--- src/logic/csir_pkg.sv ---
// constants for the charger status and interrupt register block
package csir_pkg;

    // ------------------------------------------------------------
    // register offsets
    // ------------------------------------------------------------
    localparam logic [7:0] CHARGE_STATUS_OFS = 8'h01;
    localparam logic [7:0] REGULATOR_STATUS_OFS = 8'h02;
    localparam logic [7:0] CHARGE_IRQ_MASK_OFS = 8'h03;
    localparam logic [7:0] REGULATOR_IRQ_MASK_OFS = 8'h04;
    localparam logic [7:0] CHARGE_IRQ_ACK_OFS = 8'h05;
    localparam logic [7:0] REGULATOR_IRQ_ACK_OFS = 8'h06;
    localparam logic [7:0] CHARGER_CONFIG_OFS = 8'h07;

    // ------------------------------------------------------------
    // reset values and read answers
    // ------------------------------------------------------------
    localparam logic [7:0] STATUS_RESET = 8'h00;
    localparam logic [7:0] MASK_RESET = 8'hff;
    localparam logic [7:0] ACK_RESET = 8'h00;
    localparam logic [7:0] CONFIG_RESET = 8'h1b;
    localparam logic [7:0] UNMAPPED_READ = 8'hff;

    // ------------------------------------------------------------
    // field layout
    // ------------------------------------------------------------
    // charge status bits set on a rising edge (others follow level)
    localparam logic [7:0] CHG_EDGE_BITS = 8'h21;
    // charge status bits the host may write (timeouts, termination)
    localparam logic [7:0] CHG_WRITABLE_BITS = 8'h1e;
    // regulator status bits set on a rising edge
    localparam logic [7:0] REG_EDGE_BITS = 8'he0;
    // regulator bit that does not exist
    localparam logic [7:0] REG_UNUSED_BIT = 8'h10;
    localparam int CFG_POR_SEL = 7;
    localparam int CFG_RESTART = 6;
    localparam int CFG_FAST_TIMER = 5;
    localparam int CFG_CURRENT_MSB = 4;
    localparam int CFG_CURRENT_LSB = 3;
    localparam int CFG_USB_500 = 2;
    localparam int CFG_USB_ALLOWED = 1;
    localparam int CFG_CHARGE_EN = 0;

    // ------------------------------------------------------------
    // timing
    // ------------------------------------------------------------
    localparam int unsigned CLK_KHZ = 125000;
    localparam int unsigned POR_LONG_MS = 1000;
    localparam int unsigned POR_SHORT_MS = 69;
    localparam int unsigned POR_LONG_CYCLES = POR_LONG_MS * CLK_KHZ;
    localparam int unsigned POR_SHORT_CYCLES = POR_SHORT_MS * CLK_KHZ;
    localparam int POR_COUNT_W = 27;

endpackage

--- src/logic/csir_regs.sv ---
// status, mask, acknowledge and charger configuration registers
`timescale 1ns/1ps
// ----------------------------------------------------------------
// What this block does
// - usb flag follows valid usb source
// - adapter flag follows valid adapter source
// - thermal suspend flag set on charge pause
// - termination flag set when charging stops
// - three timeout flags follow their timers
// - battery temperature flag set on fault
// - host writes bits 1-4 only, resets charger
// - unmasked charge status bit drives interrupt
// - power button flag set on press
// - undervoltage flag set below lockout threshold
// - regulator bit four unimplemented everywhere
// - linear regulator flags gated by enable
// - core flag also set when off in low-power
// - regulator rising edge drives interrupt unless masked
// - charge mask blocks bits, resets to ones
// - regulator mask blocks bits, resets to ones
// - charge acknowledge blocks bit from pin
// - regulator acknowledge blocks bit from pin
// - acknowledges self-clear, read-only, reset zero
// - config bit selects long or short reset
// - restart bit clears timers; host sets then clears
// - fast timer enable bit, reset disabled
// - status read latches and acknowledges set bits
// - two-bit code selects charge current fraction
// - usb allowed bit and usb current limit
// - charge enable, adapter preferred over usb
// ----------------------------------------------------------------
module csir_regs #(
    parameter int unsigned POR_LONG_CYCLES = csir_pkg::POR_LONG_CYCLES,
    parameter int unsigned POR_SHORT_CYCLES = csir_pkg::POR_SHORT_CYCLES
) (
    input wire logic clk,
    input wire logic reset_n,
    // register access from the serial engine
    input wire logic [7:0] reg_addr,
    input wire logic reg_wr,
    input wire logic [7:0] reg_wdata,
    input wire logic reg_rd,
    output logic [7:0] reg_rdata,
    output logic reg_rdata_valid,
    // charger conditions
    input wire logic usb_valid,
    input wire logic adapter_valid,
    input wire logic thermal_suspend,
    input wire logic term_current,
    input wire logic taper_timeout,
    input wire logic fast_charge_timeout,
    input wire logic precharge_timeout,
    input wire logic battery_temperature_fault,
    // regulator conditions
    input wire logic power_button_request,
    input wire logic battery_lid_sense_n,
    input wire logic supply_undervoltage,
    input wire logic linear_regulator_b_bad,
    input wire logic linear_regulator_b_enable,
    input wire logic linear_regulator_a_bad,
    input wire logic linear_regulator_a_enable,
    input wire logic main_converter_bad,
    input wire logic core_converter_bad,
    input wire logic low_power_mode,
    input wire logic core_off_in_low_power,
    // power-on reset request
    input wire logic power_on_request,
    // interrupt pin, open drain
    output logic int_pin_o,
    output logic int_pin_oe_n,
    // charger controls
    output logic charger_restart,
    output logic charger_force_reset,
    output logic fast_timer_enable,
    output logic [1:0] charge_current_code,
    output logic [2:0] charge_current_quarters,
    output logic usb_charge_allowed,
    output logic usb_limit_500ma,
    output logic charge_from_adapter,
    output logic charge_from_usb,
    output logic power_on_reset_n
);

    // ------------------------------------------------------------
    // state
    // ------------------------------------------------------------
    typedef struct packed {
        logic [7:0] chg_sync1;
        logic [7:0] chg_sync2;
        logic [7:0] chg_prev;
        logic [7:0] reg_sync1;
        logic [7:0] reg_sync2;
        logic [7:0] reg_prev;
        logic por_sync1;
        logic por_sync2;
        logic por_prev;
        logic [7:0] charge_status;
        logic [7:0] regulator_status;
        logic [7:0] charge_irq_mask;
        logic [7:0] regulator_irq_mask;
        logic [7:0] charge_irq_acknowledge;
        logic [7:0] regulator_irq_acknowledge;
        logic [7:0] charger_configuration;
        logic [7:0] rdata;
        logic rvalid;
        logic int_active;
        logic force_reset;
        logic [csir_pkg::POR_COUNT_W-1:0] por_count;
        logic por_active;
    } csir_state_t;

    csir_state_t state_reg;
    csir_state_t state_next;
    logic [7:0] chg_raw;
    logic [7:0] reg_raw;

    // condition vectors in register bit order
    assign chg_raw = {usb_valid, adapter_valid, thermal_suspend,
        term_current, taper_timeout, fast_charge_timeout,
        precharge_timeout, battery_temperature_fault};
    assign reg_raw = {power_button_request, ~battery_lid_sense_n,
        supply_undervoltage, 1'b0,
        linear_regulator_b_bad & linear_regulator_b_enable,
        linear_regulator_a_bad & linear_regulator_a_enable,
        main_converter_bad,
        core_converter_bad
            | (low_power_mode & core_off_in_low_power)};

    // ------------------------------------------------------------
    // next state
    // ------------------------------------------------------------
    always_comb begin
        logic [7:0] chg_rise;
        logic [7:0] reg_rise;
        logic [7:0] chg_hold;
        logic [7:0] reg_hold;
        logic [7:0] chg_rdack;
        logic [7:0] reg_rdack;
        logic [7:0] chg_wclr;
        logic chg_rd;
        logic reg_rd_hit;
        chg_rise = 8'h00;
        reg_rise = 8'h00;
        chg_hold = 8'h00;
        reg_hold = 8'h00;
        chg_rdack = 8'h00;
        reg_rdack = 8'h00;
        chg_wclr = 8'h00;
        chg_rd = reg_rd && (reg_addr == csir_pkg::CHARGE_STATUS_OFS);
        reg_rd_hit = reg_rd && (reg_addr == csir_pkg::REGULATOR_STATUS_OFS);
        state_next = state_reg;
        // synchronisers: pins are asynchronous to clk
        state_next.chg_sync1 = chg_raw;
        state_next.chg_sync2 = state_reg.chg_sync1;
        state_next.chg_prev = state_reg.chg_sync2;
        state_next.reg_sync1 = reg_raw;
        state_next.reg_sync2 = state_reg.reg_sync1;
        state_next.reg_prev = state_reg.reg_sync2;
        state_next.por_sync1 = power_on_request;
        state_next.por_sync2 = state_reg.por_sync1;
        state_next.por_prev = state_reg.por_sync2;
        chg_rise = state_reg.chg_sync2 & ~state_reg.chg_prev;
        reg_rise = state_reg.reg_sync2 & ~state_reg.reg_prev;

        // edge bits clear only once low and already acknowledged
        chg_hold = state_reg.charge_status
            & ~(~state_reg.chg_sync2 & state_reg.charge_irq_acknowledge);
        reg_hold = state_reg.regulator_status
            & ~(~state_reg.reg_sync2 & state_reg.regulator_irq_acknowledge);

        // host write of zero only drops timeout/termination bits whose
        // condition is already low; a live condition wins the same cycle
        if (reg_wr && reg_addr == csir_pkg::CHARGE_STATUS_OFS) begin
            chg_wclr = csir_pkg::CHG_WRITABLE_BITS & ~reg_wdata;
        end
        state_next.charge_status =
            (csir_pkg::CHG_EDGE_BITS & (chg_rise | chg_hold))
            | (~csir_pkg::CHG_EDGE_BITS & state_reg.chg_sync2
               & ~(chg_wclr & ~state_reg.chg_sync2));
        state_next.regulator_status = ~csir_pkg::REG_UNUSED_BIT & (
            (csir_pkg::REG_EDGE_BITS & (reg_rise | reg_hold))
            | (~csir_pkg::REG_EDGE_BITS & state_reg.reg_sync2));

        // a read acknowledges exactly what it returns
        if (chg_rd) begin
            chg_rdack = state_reg.charge_status;
        end
        if (reg_rd_hit) begin
            reg_rdack = state_reg.regulator_status;
        end
        state_next.charge_irq_acknowledge =
            (state_reg.charge_irq_acknowledge | chg_rdack)
            & state_next.charge_status;
        state_next.regulator_irq_acknowledge =
            (state_reg.regulator_irq_acknowledge | reg_rdack)
            & state_next.regulator_status;

        // writable registers; acknowledges are not writable
        state_next.force_reset = 1'b0;
        if (reg_wr) begin
            case (reg_addr)
                csir_pkg::CHARGE_STATUS_OFS: begin
                    state_next.force_reset = 1'b1;
                end
                csir_pkg::CHARGE_IRQ_MASK_OFS: begin
                    state_next.charge_irq_mask = reg_wdata;
                end
                csir_pkg::REGULATOR_IRQ_MASK_OFS: begin
                    // unused position stays at its reset one
                    state_next.regulator_irq_mask =
                        reg_wdata | csir_pkg::REG_UNUSED_BIT;
                end
                csir_pkg::CHARGER_CONFIG_OFS: begin
                    state_next.charger_configuration = reg_wdata;
                end
                default: begin
                end
            endcase
        end

        // read port
        state_next.rvalid = reg_rd;
        if (reg_rd) begin
            case (reg_addr)
                csir_pkg::CHARGE_STATUS_OFS:
                    state_next.rdata = state_reg.charge_status;
                csir_pkg::REGULATOR_STATUS_OFS:
                    state_next.rdata = state_reg.regulator_status;
                csir_pkg::CHARGE_IRQ_MASK_OFS:
                    state_next.rdata = state_reg.charge_irq_mask;
                csir_pkg::REGULATOR_IRQ_MASK_OFS:
                    state_next.rdata = state_reg.regulator_irq_mask;
                csir_pkg::CHARGE_IRQ_ACK_OFS:
                    state_next.rdata = state_reg.charge_irq_acknowledge;
                csir_pkg::REGULATOR_IRQ_ACK_OFS:
                    state_next.rdata = state_reg.regulator_irq_acknowledge;
                csir_pkg::CHARGER_CONFIG_OFS:
                    state_next.rdata = state_reg.charger_configuration;
                default:
                    state_next.rdata = csir_pkg::UNMAPPED_READ;
            endcase
        end

        // interrupt from the next status so the pin tracks in step
        state_next.int_active =
            |(state_next.charge_status & ~state_next.charge_irq_mask
              & ~state_next.charge_irq_acknowledge)
            | |(state_next.regulator_status & ~state_next.regulator_irq_mask
              & ~state_next.regulator_irq_acknowledge);

        // reset pulse, length picked when the request arrives
        if (state_reg.por_sync2 && !state_reg.por_prev) begin
            state_next.por_active = 1'b1;
            if (state_reg.charger_configuration[csir_pkg::CFG_POR_SEL]) begin
                state_next.por_count =
                    csir_pkg::POR_COUNT_W'(POR_SHORT_CYCLES - 1);
            end else begin
                state_next.por_count =
                    csir_pkg::POR_COUNT_W'(POR_LONG_CYCLES - 1);
            end
        end else if (state_reg.por_active) begin
            if (state_reg.por_count == '0) begin
                state_next.por_active = 1'b0;
            end else begin
                state_next.por_count = state_reg.por_count - 1'b1;
            end
        end
    end

    // ------------------------------------------------------------
    // registers
    // ------------------------------------------------------------
    always_ff @(posedge clk or negedge reset_n) begin
        if (!reset_n) begin
            state_reg <= '0;
            state_reg.charge_status <= csir_pkg::STATUS_RESET;
            state_reg.regulator_status <= csir_pkg::STATUS_RESET;
            state_reg.charge_irq_mask <= csir_pkg::MASK_RESET;
            state_reg.regulator_irq_mask <= csir_pkg::MASK_RESET;
            state_reg.charge_irq_acknowledge <= csir_pkg::ACK_RESET;
            state_reg.regulator_irq_acknowledge <= csir_pkg::ACK_RESET;
            state_reg.charger_configuration <= csir_pkg::CONFIG_RESET;
        end else begin
            state_reg <= state_next;
        end
    end

    // ------------------------------------------------------------
    // outputs
    // ------------------------------------------------------------
    // pin driven low (enable low) only when pending; never driven high
    assign int_pin_o = 1'b0;
    assign int_pin_oe_n = ~state_reg.int_active;
    assign reg_rdata = state_reg.rdata;
    assign reg_rdata_valid = state_reg.rvalid;
    assign charger_force_reset = state_reg.force_reset;
    assign power_on_reset_n = ~state_reg.por_active;
    // restart is a level; host owns the set-then-clear sequence
    assign charger_restart =
        state_reg.charger_configuration[csir_pkg::CFG_RESTART];
    assign fast_timer_enable =
        state_reg.charger_configuration[csir_pkg::CFG_FAST_TIMER];
    assign charge_current_code = state_reg.charger_configuration[
        csir_pkg::CFG_CURRENT_MSB:csir_pkg::CFG_CURRENT_LSB];
    // quarters of full current: code 0 gives 1/4, code 3 gives 4/4
    assign charge_current_quarters = {1'b0, charge_current_code}
        + 3'h1;
    assign usb_charge_allowed =
        state_reg.charger_configuration[csir_pkg::CFG_USB_ALLOWED];
    assign usb_limit_500ma = usb_charge_allowed
        & state_reg.charger_configuration[csir_pkg::CFG_USB_500];
    // adapter wins when both sources are valid
    assign charge_from_adapter =
        state_reg.charger_configuration[csir_pkg::CFG_CHARGE_EN]
        & state_reg.charge_status[6];
    assign charge_from_usb =
        state_reg.charger_configuration[csir_pkg::CFG_CHARGE_EN]
        & usb_charge_allowed & state_reg.charge_status[7]
        & ~state_reg.charge_status[6];
endmodule // csir_regs

--- config.mk ---
export PLATFORM = sky130hd
export DESIGN_NAME = csir_regs
export DESIGN_NICKNAME = d
export VERILOG_FILES = /design/src/logic/csir_pkg.sv /design/src/logic/csir_regs.sv
export SDC_FILE = /design/constraint.sdc
export NUM_CORES = 1
export LEC_CHECK = 0
export CORE_MARGIN = 2
export CORE_UTILIZATION = 40
export CTS_CLUSTER_DIAMETER = 50
export DETAILED_ROUTE_END_ITERATION = 12
export DONT_BUFFER_PORTS = 1
export RECOVER_POWER = 25
export SLEW_MARGIN = 40
export SYNTH_ARGS = -nofsm -noshare
export SYNTH_HDL_FRONTEND = slang
export SYNTH_SLANG_ARGS = --single-unit
--- constraint.sdc ---
create_clock -name clk -period 2.6 [get_ports clk]
set_input_delay 0.26 -clock clk [delete_from_list [all_inputs] [get_ports clk]]
set_output_delay 0.26 -clock clk [all_outputs]
set_load 0.05 [all_outputs]
# Yosys cells after proc, flatten, opt, wreduce, memory -nomap -nowiden
# Cells that the tools add are included.
dict set report classes {
  add_sub_neg 2
  eq_ne 8
  mux 14
  n_bitwise 46
  reduce_logical 11
}
# op count
set ops {}
lappend ops {{$and A8 B8 Y8} 10}
lappend ops {{$not A8 Y8} 9}
lappend ops {{$mux W28} 2}
lappend ops {{$pmux W8 S7} 1}
lappend ops {{$mux W27} 2}
lappend ops {{$eq A8 B3 Y1 const B} 4}
lappend ops {{$mux W8} 4}
lappend ops {{$logic_not A27 Y1} 1}
lappend ops {{$sub A27 B1 Y27 const B} 1}
lappend ops {{$or A8 B8 Y8} 3}
lappend ops {{$and A6 B6 Y6} 3}
lappend ops {{$eq A8 B2 Y1 const B} 2}
lappend ops {{$mux W16} 1}
lappend ops {{$reduce_or A8 Y1} 2}
lappend ops {{$not A6 Y6} 2}
lappend ops {{$and A1 B1 Y1} 8}
lappend ops {{$and A5 B8 Y8} 1}
lappend ops {{$eq A8 B1 Y1 const B} 1}
lappend ops {{$or A6 B8 Y8} 1}
lappend ops {{$or A8 B4 Y8} 1}
lappend ops {{$or A6 B6 Y6} 1}
lappend ops {{$mux W5} 1}
lappend ops {{$not A5 Y5} 1}
lappend ops {{$logic_and A1 B1 Y1} 4}
lappend ops {{8 further kinds} 15}
dict set report totals {
  reg_bits 140
  in_bits 40
  output_inout_bits 24
  elab_cells 103
}

# Depth between registers and ports, before layout
# Gate-level depths: netlist of the first run.
dict set report depth {
  depth_word 12
  depth_mapped 9
}

# Least setup slack after synthesis of the first run
# OpenSTA, ideal clock, no wires.
dict set report synth_path {
  path_type {reg2reg}
  startpoint {register state_reg[20] in the netlist's numbering}
  endpoint {register state_reg[12] in the netlist's numbering}
  setup_ns 0.133
  t_arrival_ns 2.367
  required_time_ns 2.467
  path_slack_ns 0.099
  path_stages_with_launch 9
  n_path_buf 2
  period_less_slack_ns 2.501
  path_cell_list {dfrtp_1 -> or4_4 -> or4_4 -> or4_4 -> buf_6 -> buf_6 -> nand4_2 -> xor2_1 -> nand2_1}
}
dict set report synth_between {
  elab_chain_cells 3
}
# item line
set synth_rtl {}
lappend synth_rtl {{start: declaration} csir_regs.sv:112} ;# csir_state_t state_reg;
lappend synth_rtl {{start signal: assignment} csir_regs.sv:284} ;# state_reg <= state_next;
lappend synth_rtl {{$logic_not A27 Y1} csir_regs.sv:262} ;# if (state_reg.por_count == '0) begin
lappend synth_rtl {{$ne A2 B2 Y1 (no line)} --}
lappend synth_rtl {{$reduce_and A2 Y1 (no line)} --}
# No other way between the ends.
# A chain may end at the register's enable or synchronous reset.

# Worst setup path after layout of the first run
dict set report layout_path {
  startpoint {register state_reg[22] in the netlist's numbering}
  endpoint {register state_reg[5] in the netlist's numbering}
}
# Same word-level chain as after synthesis.

==> results of run 1 <==
[worst register-to-register path, stage by stage (launching register included)]
cell	delay, ns
dfrtp_1	0.39
or4_4	0.56
or4_4	0.46
or4_4	0.60
nand2_1	0.19
xor2_1	0.17
a21oi_1	0.08
[layout make-up]
cell class              instances  area (sq um)
fillers                      1271          7137
well taps                     180         225.2
repair buffers                 49         440.4
clock inverters                10         82.58
inverters                      24         90.09
flip-flops and latches        131          3303
multi-input cells             325          2128
clock buffers                  22         474.2
[metrics by stage]
step                      worst slack, ns  hold WS [ns]
final                             0.02606       -0.4623
after global routing             -0.03184       -0.4862
after CTS                         0.02510       -0.4825
after detailed placement          0.01850      -0.02739
after global placement            0.09038      -0.02701
after floorplan                   0.09915      -0.03559
[logic make-up (layout without fill, tap and decap cells)]
kind of cell               after synthesis  after routing  share of synthesized area (%)
adders and majority gates                3              3                         0.6623
xor gates and xnor gates                16             16                          2.473
and+or+nand+nor                        175            176                          17.33
other                                    1              1                        0.06616
AOI/OAI and AO/OA                      108            108                          12.56
DFF                                    131            131                          58.28
muxes                                   21             21                          3.996
buffers and inverters                   55            105                          4.636
[cell usage in the layout, fill, tap and decap left out, types with 11 or more instances in the layout]
cell           count
and2_1            11
o21ai_0           11
mux2_2            13
xor2_1            15
nor2_1            35
clkbuf_16         17
dlygate4sd3_1     29
nor2b_1           17
nand3_1           15
a22oi_1           14
buf_4             20
a21oi_1           32
dfrtp_1          111
nand2_1           31
dfstp_2           20
inv_1             24
[worst paths after layout]
check,depth (start not counted),start,to
max reg2reg,6,state_reg[22],state_reg[5]
min,0,reset_n,fast_timer_enable
max,6,state_reg[22],state_reg[5]
min in group clk,2,reg_rd,reg_rdata[7]
max in group asynchronous,0,reset_n,state_reg[73]
min reg2reg,0,state_next[107],state_next[99]
[power by group through the flow]
| stage | Sequential (mW) | Clock, mW | Combinational (mW) |
|---|---|---|---|
| final | 2.29 | 2.23 | 0.294 |
| after global routing | 2.30 | 2.38 | 0.330 |
| after CTS | 2.29 | 2.29 | 0.294 |
| after detailed placement | 2.32 | 0 | 0.252 |
| after global placement | 2.32 | 0 | 0.243 |
| after floorplan | 2.28 | 0 | 0.233 |
[routing by layer]
| metal | track usage, % | vias up |
|---|---|---|
| met2 | 27.56 | 173 |
| met1 | 26.93 | 2075 |
| met3 | 7.057 | 26 |
| met4 | 8.807 | 0 |
| met5 | 0 | - |
| li1 | - | 1898 |
[what timing repair did]
item / CTS / global route
hold endpoints to repair: 170 / 131
resized for setup: 0 / 3
setup endpoints to repair: 0 / 12
==> results by group, run 1 <==
Outcome
  – Outcome: finished, violations left
  – Failing checks: hold timing

Routing
  – # DRC: 0
  – Wire length per cell: between 15 and 20 um
  – Met2 wire length: between 6 and 7 mm
  – Vias: roughly 4200
  – Vias per cell: about 5.6
  – Drt first pass iters: 5
  – Post-Route WL: ~14 mm
  – Drt initial violations: about 430
  – WL met3: about 1.2 mm
  – Wl on met1: 6.155 mm
  – Post-DRT Antenna Nets: 0
  – Highest metal used: met4

Power
  – Logic pwr share: 6.1%
  – NetSw: between 1 and 1.5 mW
  – Pwr dens: a little over 700 mW/mm^2
  – Clock share of power: a little under half
  – LEAKAGE: ~2.8 nW
  – VDD IR max: just under 500 uV
  – Seq pwr share: a little under half
  – Sw frac: about a quarter
  – Power Total: a little under 5 mW
  – P_int: about 3.7 mW

Finish
  – Area Overhead vs Synth: 18.98%
  – Layout Utilization: between 40% and 50%
  – Max reg flops: 83
  – Design Area, Final: about 0.0067 sq mm
  – Nets@finish: 591
  – Finished Layout Cells: ~740
  – Ant diodes: 0
  – Share of cells above drive strength 1: 17.11%

Placement
  – GP Congestion: 0.8887
  – Count of input and output buffers: 0
  – Hpwl dp: 8.965 mm
  – Placed Cells: about 680
  – Post-DP Area: ~0.0059 sq mm

Setup path
  – R2R setup slack: approximately 0.026 ns
  – Worst setup SP type: register
  – Top cell by count, worst path: or4_4
  – Slowest cell on crit path: or4_4
  – WS Path Type: reg -> reg
  – CP bufs+invs: 0
  – WP data arrival: 2.85 ns
  – Crit Path Max Fanout: 11
  – Crit-path cells: or4_4, or4_4, or4_4, nand2_1, xor2_1, a21oi_1
  – Crit-path max cell delay: around 0.60 ns
  – Worst Path Required: approximately 2.9 ns
  – Crit path max-delay family: simple AND/OR/NAND/NOR gates
  – Worst setup EP type: register

Synthesis
  – Sequential share of the synthesized area: approximately three fifths
  – Area fraction of the dominant cell type after synthesis: roughly half
  – Post-Syn Instances: about 500
  – Count leader, synth: dfrtp_1
  – Top FF cell, synth: dfrtp_1
  – Post-synth top area cell: dfrtp_1
  – Area contributors post-synth: dfrtp_1 (49%), dfstp_2 (9.3%), a21oi_1 (2.8%), mux2_2 (2.6%), nor2_1 (2.4%)
  – Post-synth ARST share: 100.0%
  – Number of synthesized flops with an enable pin: 0
  – FF+latch count, synth: ~130
  – Post-synthesis average cell area: around 11 sq um
  – Syn Nets: approximately 550
  – Ys Warns: 0
  – Commonest cells post-synth: dfrtp_1 (111), nor2_1 (36), a21oi_1 (32)
  – Mapped Area: ~0.0057 sq mm
  – Number of different library cells in the post-synthesis netlist: 58

Floorplanning
  – DIE AREA: roughly 0.015 sq mm
  – Die H: 123.0 um
  – Row cnt: 43
  – Width of the die: approximately 120 um
  – I/O Pins: 64
  – Core box area: around 0.014 sq mm
  – Initial core utilization: 40.83%

Timing
  – Final period utilization: 99.00%
  – Min Clock Period, post-route: ~2.6 ns
  – Clock Skew: ~0.015 ns
  – Hold slack: -0.4623 ns
  – Hold Fails Final Rpt: ~130
  – Rel. slew slack: between 50 and 60%
  – Setup TNS: 0 ns
  – Max Clock Freq: around 400 MHz
  – Slew @ Worst Pin: a little over 0.7 ns
  – # setup viols final: 0
  – Max Slew Vio Count: 0
  – RSZ-0062 raised after global routing: yes

Clock network
  – Setup bufs post-CTS: 0
  – Longest Clk Path Bufs: 2
  – Clk slew on worst S/H paths: around 0.060 ns
  – H-tree levels: 4
  – CTS root buf: clkbuf_16
  – Worst-Skew Late Latency: between 0.4 and 0.5 ns
  – CTS Buf Count: 17
  – Clock Sinks: around 130
  – Cts hold-fix bufs: 29
  – CTS tree: built

GRT
  – GR Overflow Total: 0
  – First-pass GRT wire length: 22.26 mm
  – Total GRT Usage: just under 20%
  – Initial antenna violation count: 0
  – Vias in the first global route: between 4000 and 5000
  – Pin count of the biggest net entering global routing: ~130

Worst hold path
  – Hold/Removal Path Class: in -> async

Flow run
  – Max_cap viols: 0
(Power assumes the default switching activity.)
==> inputs of run 2 (changes only) <==
--- a/config.mk
+++ b/config.mk
@@ -10,6 +10,7 @@
 export CTS_CLUSTER_DIAMETER = 50
 export DETAILED_ROUTE_END_ITERATION = 12
 export DONT_BUFFER_PORTS = 1
+export MAX_ROUTING_LAYER = met4
 export RECOVER_POWER = 25
 export SLEW_MARGIN = 40
 export SYNTH_ARGS = -nofsm -noshare
==> run 2 against run 1 <==
The flow still finishes with violations (hold timing); hold slack worse by 0.0034 ns; non-clock buffer count stayed put; first-iteration DRC count up 0.24%; sequential share of layout area stayed put; final cell count unchanged; combinational power barely moved; flip-flop and latch count is the same; worst setup slack improved by 0.0084 ns; critical path depth stayed put.
==> results by group, run 2 (synthesized netlist as in run 1, its figures left out) <==
Routing
  – Drt first pass iters: 6 (was 5)
  – Drt initial violations: 426 (was 425)
  – Post-Route WL: 13.81 mm (about the same)
  – Met2 wire length: 6.011 mm (was 6.080 mm)
  – Highest metal used: met4 (unchanged)
  – WL met3: 1.248 mm (was 1.229 mm)
  – Vias: 4207 (was 4172)
  – Wl on met1: 6.171 mm (was 6.155 mm)
  – Wire length per cell: 18.63 um (was 18.64 um)
  – Vias per cell: 5.677 (was 5.630)
  – # DRC: 0 (unchanged)
  – Post-DRT Antenna Nets: 0 (unchanged)

Power
  – LEAKAGE: 2.797 nW (unchanged)
  – VDD IR max: 489.4 uV (was 485.0 uV)
  – Power Total: 4.813 mW (was 4.811 mW)
  – Pwr dens: 713.6 mW/mm^2 (was 713.3 mW/mm^2)

Placement
  – Count of input and output buffers: 0 (unchanged)
  – Placed Cells: 679 (unchanged)
  – GP Congestion: 0.9037 (was 0.8887)
  – Worst slack at placement: 0.01850 ns (unchanged)
  – Hpwl dp: 8.965 mm (unchanged)
  – Post-DP Area: 0.005878 sq mm (unchanged)

Floorplanning
  – Width of the die: 123.0 um (unchanged)
  – Row cnt: 43 (unchanged)
  – I/O Pins: 64 (unchanged)
  – Initial core utilization: 40.83% (unchanged)
  – Die H: 123.0 um (unchanged)
  – Core box area: 0.01388 sq mm (unchanged)
  – DIE AREA: 0.01514 sq mm (unchanged)

GRT
  – Vias in the first global route: 4240 (was 4237)
  – Pin count of the biggest net entering global routing: 132 (unchanged)
  – GR Overflow Total: 0 (unchanged)
  – Total GRT Usage: 20.12% (was 19.54%)
  – Initial antenna violation count: 0 (unchanged)
  – First-pass GRT wire length: 22.22 mm (was 22.26 mm)

Timing
  – Final period utilization: 98.67% (was 99.00%)
  – Clock Skew: 0.01957 ns (was 0.01526 ns)
  – Min Clock Period, post-route: 2.566 ns (was 2.574 ns)
  – Slew @ Worst Pin: 0.7858 ns (was 0.7214 ns)
  – Setup TNS: 0 ns (unchanged)
  – RSZ-0062 raised after global routing: yes (unchanged)
  – # setup viols final: 0 (unchanged)
  – Post-route setup slack: 0.03446 ns (was 0.02606 ns)
  – Max Clock Freq: 389.8 MHz (was 388.5 MHz)
  – Hold Fails Final Rpt: 131 (unchanged)
  – Rel. slew slack: 46.26% (was 50.66%)
  – Hold slack: -0.4658 ns (was -0.4623 ns)
  – Max Slew Vio Count: 0 (unchanged)

Finish
  – Ant diodes: 0 (unchanged)
  – Share of cells above drive strength 1: 17.11% (unchanged)
  – Finished Layout Cells: 741 (unchanged)
  – Nets@finish: 591 (unchanged)
  – Design Area, Final: 0.006744 sq mm (unchanged)
  – Max reg flops: 83 (unchanged)
  – Most common cell after layout, fill and taps aside: dfrtp_1 (unchanged)
  – Layout Utilization: 48.58% (unchanged)
  – Commonest non-fill, non-tap cells in the layout: dfrtp_1 (111), nor2_1 (35), a21oi_1 (32) (unchanged)
  – Area Overhead vs Synth: 18.98% (unchanged)

Clock network
  – Clock Sinks: 131 (unchanged)
  – Clk slew on worst S/H paths: 0.06 ns (about the same)
  – CTS tree: built (unchanged)
  – H-tree levels: 4 (unchanged)
  – Cts hold-fix bufs: 29 (unchanged)
  – CTS root buf: clkbuf_16 (unchanged)
  – Longest Clk Path Bufs: 2 (unchanged)
  – Worst-Skew Late Latency: 0.43 ns (was 0.42 ns)
  – CTS Buf Count: 17 (unchanged)
  – Setup bufs post-CTS: 0 (unchanged)

Setup path
  – R2R setup slack: 0.03 ns (about the same)
  – Worst setup EP type: register (unchanged)
  – Worst Setup SP: state_reg[22] (unchanged)
  – WS Path Type: reg -> reg (unchanged)
  – Worst setup SP type: register (unchanged)
  – R2R depth: 6 (unchanged)
  – Reg2Reg Launch Point: state_reg[22] (unchanged)
  – Worst Path Required: 2.89 ns (was 2.88 ns)
  – Crit Path Max Fanout: 11 (unchanged)
  – Setup crit end: state_reg[5] (unchanged)
  – WP data arrival: 2.85 ns (about the same)
  – Crit Reg-Reg Endpoint: state_reg[5] (unchanged)

Flow run
  – Max_cap viols: 0 (unchanged)

Outcome
  – Outcome: finished, violations left (unchanged)
  – Failing checks: hold timing (unchanged)

Worst hold path
  – Hold/Removal Path Class: in -> async (unchanged)
## run 2: cell counts in the layout (fill, tap and decap cells not counted)
Identical to the previous run, type by type.
## run 2: worst min path at each step
| stage | endpoint | cells past startpoint | slack (ns) | from |
|---|---|---|---|---|
| global placement | reg_rdata_valid | 0 | -0.03 | reset_n |
| CTS | fast_timer_enable | 0 | -0.48 | reset_n |
| finish | fast_timer_enable | 0 | -0.47 | reset_n |
| detailed placement | reg_rdata_valid | 0 | -0.03 | reset_n |
| floorplan | charger_force_reset | 0 | -0.04 | reset_n |
| global route | fast_timer_enable | 0 | -0.49 | reset_n |
## run 2: cell type report
type | count | area [sq um]
fill | 1271 | 7137
sequential | 131 | 3303
multi-input combinational | 325 | 2128
clock buffer | 22 | 474.2
timing repair buffer | 49 | 440.4
tap | 180 | 225.2
inverter | 24 | 90.09
clock inverter | 10 | 82.58
## run 2: timing repair
item / 4_1_cts / 5_1_grt
endpoints found under the setup margin: 0 / 12
hold endpoints to repair: 170 / 131
resized for setup: 0 / 3
## run 2: report_power, final
part	total [mW]	internal [mW]	switching [mW]
Clock	2.23	1.38	0.854
Sequential	2.29	2.17	0.121
Combinational	0.294	0.138	0.155
## run 2: worst max-delay path, cell delays in order (launching register included)
cell     delay, ns
dfrtp_1       0.39
or4_4         0.56
or4_4         0.46
or4_4         0.60
nand2_1       0.18
xor2_1        0.16
a21oi_1       0.08
## run 2: routing by layer
| metal | vias to the layer above | track usage, % |
|---|---|---|
| met5 | - | - |
| met4 | 0 | 8.807 |
| met3 | 31 | 7.057 |
| met2 | 194 | 27.42 |
| met1 | 2081 | 27.05 |
| li1 | 1901 | - |
==> inputs of run 3 (changes only) <==
--- a/config.mk
+++ b/config.mk
@@ -6,11 +6,12 @@
 export NUM_CORES = 1
 export LEC_CHECK = 0
 export CORE_MARGIN = 2
-export CORE_UTILIZATION = 40
+export CORE_UTILIZATION = 57
 export CTS_CLUSTER_DIAMETER = 50
 export DETAILED_ROUTE_END_ITERATION = 12
 export DONT_BUFFER_PORTS = 1
 export MAX_ROUTING_LAYER = met4
+export PLACE_DENSITY = 0.75
 export RECOVER_POWER = 25
 export SLEW_MARGIN = 40
 export SYNTH_ARGS = -nofsm -noshare
==> run 3 against run 2 <==
The run still ends with hold timing left; final area grew 1.7%; register-to-register slack better by 0.03 ns; combinational power is 3% higher; sequential power barely moved; core utilization rose by 22 points; non-clock buffer count increased by 10; critical path type unchanged.
==> results by group, run 3 (synthesized netlist as in run 1, its figures left out) <==
Power
  – Clock share of power: 48.9% (was 46.3%)
  – VDD IR max: 638.4 uV (was 489.4 uV)
  – Power Total: 5.080 mW (was 4.813 mW)
  – P_int: 3.904 mW (was 3.683 mW)
  – Sw frac: 23.14% (was 23.48%)
  – Logic pwr share: 6.0% (was 6.1%)
  – NetSw: 1.175 mW (was 1.130 mW)
  – LEAKAGE: 2.869 nW (was 2.797 nW)
  – Seq pwr share: 45.1% (was 47.6%)
  – Pwr dens: 741.0 mW/mm^2 (was 713.6 mW/mm^2)

Timing
  – Min Clock Period, post-route: 2.534 ns (was 2.566 ns)
  – Hold slack: -0.5715 ns (was -0.4658 ns)
  – Rel. slew slack: 52.63% (was 46.26%)
  – RSZ-0062 raised after global routing: yes (unchanged)
  – Max Slew Vio Count: 0 (unchanged)
  – Clock Skew: 0.006559 ns (was 0.01957 ns)
  – Max Clock Freq: 394.7 MHz (was 389.8 MHz)
  – Setup TNS: 0 ns (unchanged)
  – Final period utilization: 97.44% (was 98.67%)
  – Slew @ Worst Pin: 0.6927 ns (was 0.7858 ns)
  – Hold Fails Final Rpt: 131 (unchanged)
  – # setup viols final: 0 (unchanged)

GRT
  – First-pass GRT wire length: 22.31 mm (was 22.22 mm)
  – Initial antenna violation count: 1 (was 0)
  – Total GRT Usage: 27.71% (was 20.12%)
  – Vias in the first global route: 4338 (was 4240)
  – GR Overflow Total: 0 (unchanged)
  – Pin count of the biggest net entering global routing: 132 (unchanged)

Setup path
  – Crit Path Max Fanout: 6 (was 11)
  – WP data arrival: 2.98 ns (was 2.85 ns)
  – Worst Path Required: 3.05 ns (was 2.89 ns)
  – Worst setup SP type: register (unchanged)
  – WS Path Type: reg -> reg (unchanged)
  – Crit Reg-Reg Endpoint: state_reg[24] (was state_reg[5])
  – Reg2Reg Launch Point: state_reg[22] (unchanged)
  – Worst setup EP type: register (unchanged)
  – R2R setup slack: 0.07 ns (was 0.03 ns)
  – R2R depth: 6 (unchanged)

Routing
  – Wire length per cell: 19.33 um (was 18.63 um)
  – Drt initial violations: 335 (was 426)
  – Vias: 4216 (was 4207)
  – Vias per cell: 5.972 (was 5.677)
  – Drt first pass iters: 6 (unchanged)
  – Post-DRT Antenna Nets: 0 (unchanged)
  – Post-Route WL: 13.65 mm (was 13.81 mm)
  – # DRC: 0 (unchanged)

Finish
  – Design Area, Final: 0.006855 sq mm (was 0.006744 sq mm)
  – Max reg flops: 83 (unchanged)
  – Most common cell after layout, fill and taps aside: dfrtp_1 (unchanged)
  – Commonest non-fill, non-tap cells in the layout: dfrtp_1 (111), nor2_1 (36), dlygate4sd3_1 (35) (was dfrtp_1 (111), nor2_1 (35), a21oi_1 (32))
  – Share of cells above drive strength 1: 17.83% (was 17.11%)
  – Nets@finish: 602 (was 591)
  – Layout Utilization: 70.46% (was 48.58%)
  – Area Overhead vs Synth: 20.95% (was 18.98%)

Floorplanning
  – Row cnt: 36 (was 43)
  – DIE AREA: 0.01076 sq mm (was 0.01514 sq mm)
  – Die H: 103.7 um (was 123.0 um)
  – Core box area: 0.009729 sq mm (was 0.01388 sq mm)
  – I/O Pins: 64 (unchanged)
  – Initial core utilization: 58.26% (was 40.83%)
  – Width of the die: 103.7 um (was 123.0 um)

Clock network
  – CTS root buf: clkbuf_8 (was clkbuf_16)
  – Clk slew on worst S/H paths: 0.06 ns (about the same)
  – H-tree levels: 4 (unchanged)
  – Longest Clk Path Bufs: 2 (unchanged)
  – CTS Buf Count: 17 (unchanged)
  – Clock Sinks: 131 (unchanged)
  – Worst-Skew Late Latency: 0.53 ns (was 0.43 ns)
  – Cts hold-fix bufs: 35 (was 29)
  – CTS tree: built (unchanged)
  – Setup bufs post-CTS: 0 (unchanged)

Flow run
  – Max_cap viols: 0 (unchanged)

Outcome
  – Failing checks: hold timing (unchanged)
  – Outcome: finished, violations left (unchanged)

Worst hold path
  – Hold/Removal Path Class: in -> async (unchanged)

Placement
  – Count of input and output buffers: 0 (unchanged)
  – Hpwl dp: 8.354 mm (was 8.965 mm)
  – GP Congestion: 0.9152 (was 0.9037)
  – Post-DP Area: 0.005842 sq mm (was 0.005878 sq mm)
[run 3: changes by cell type in the layout (fill, tap and decap cells not counted), moves of 2 or more]
cell           change
clkinv_4           +2
clkbuf_1           -2
dlygate4sd3_1      +6
bufinv_16          +3
inv_6              +4
clkinv_2           -5
buf_4              +4
[run 3: layout make-up]
class / instances / area (sq um)
flip-flops and latches: 131 / 3303
fillers: 707 / 2874
multi-input cells: 326 / 2135
repair buffers: 59 / 530.5
clock buffers: 18 / 427.9
clock inverters: 14 / 200.2
well taps: 133 / 166.4
inverters: 24 / 90.09
diodes: 1 / 2.502
[run 3: through the flow]
| step | std cells | setup WS (ns) | hold slack, ns |
|---|---|---|---|
| 6_report | 706 | 0.06646 | -0.5715 |
| 5_1_grt | 706 | -0.01549 | -0.6116 |
| 4_1_cts | 703 | 0.03103 | -0.6001 |
| 3_5_place_dp | 636 | 0.05126 | -0.02962 |
| 3_3_place_gp | 636 | 0.08128 | -0.02905 |
| 2_1_floorplan | 510 | 0.09915 | -0.03559 |
[run 3: worst max-delay path, stage by stage (launching register included)]
cell	delay, ns
dfrtp_1	0.39
or4_4	0.57
or4_4	0.47
or4_4	0.56
nand3_1	0.19
o31ai_1	0.10
a31oi_1	0.17
[run 3: worst max path at each step]
stage                               end  slack (ns)  cells after the start           from
after detailed placement  state_reg[24]        0.05                      6  state_reg[22]
after floorplan           state_reg[12]         0.1                      8  state_reg[20]
after global routing      state_reg[20]       -0.02                      6  state_reg[22]
after CTS                 state_reg[25]        0.03                      6  state_reg[22]
final                     state_reg[24]        0.07                      6  state_reg[22]
after global placement    state_reg[29]        0.08                      8    reg_addr[4]
[run 3: power groups by stage]
stage | Clock (mW) | Sequential (mW) | Combinational [mW]
after floorplan | 0 | 2.28 | 0.233
after global placement | 0 | 2.31 | 0.244
after detailed placement | 0 | 2.32 | 0.250
after CTS | 2.53 | 2.29 | 0.299
after global routing | 2.64 | 2.30 | 0.337
final | 2.49 | 2.29 | 0.303
[run 3: timing repair]
item | in CTS | in global routing
hold endpoints to repair | 182 | 131
endpoints found under the setup margin | 0 | 14
resized for setup | 0 | 3
[run 3: metal layers]
metal | GRT usage, % | part of all wire (%) | vias up
met2 | 38.84 | 46 | 218
met5 | - | 0 | -
met3 | 11.58 | 10 | 20
li1 | - | - | 1930
met4 | 10.14 | 1.7 | 0
met1 | 36.36 | 42 | 2048
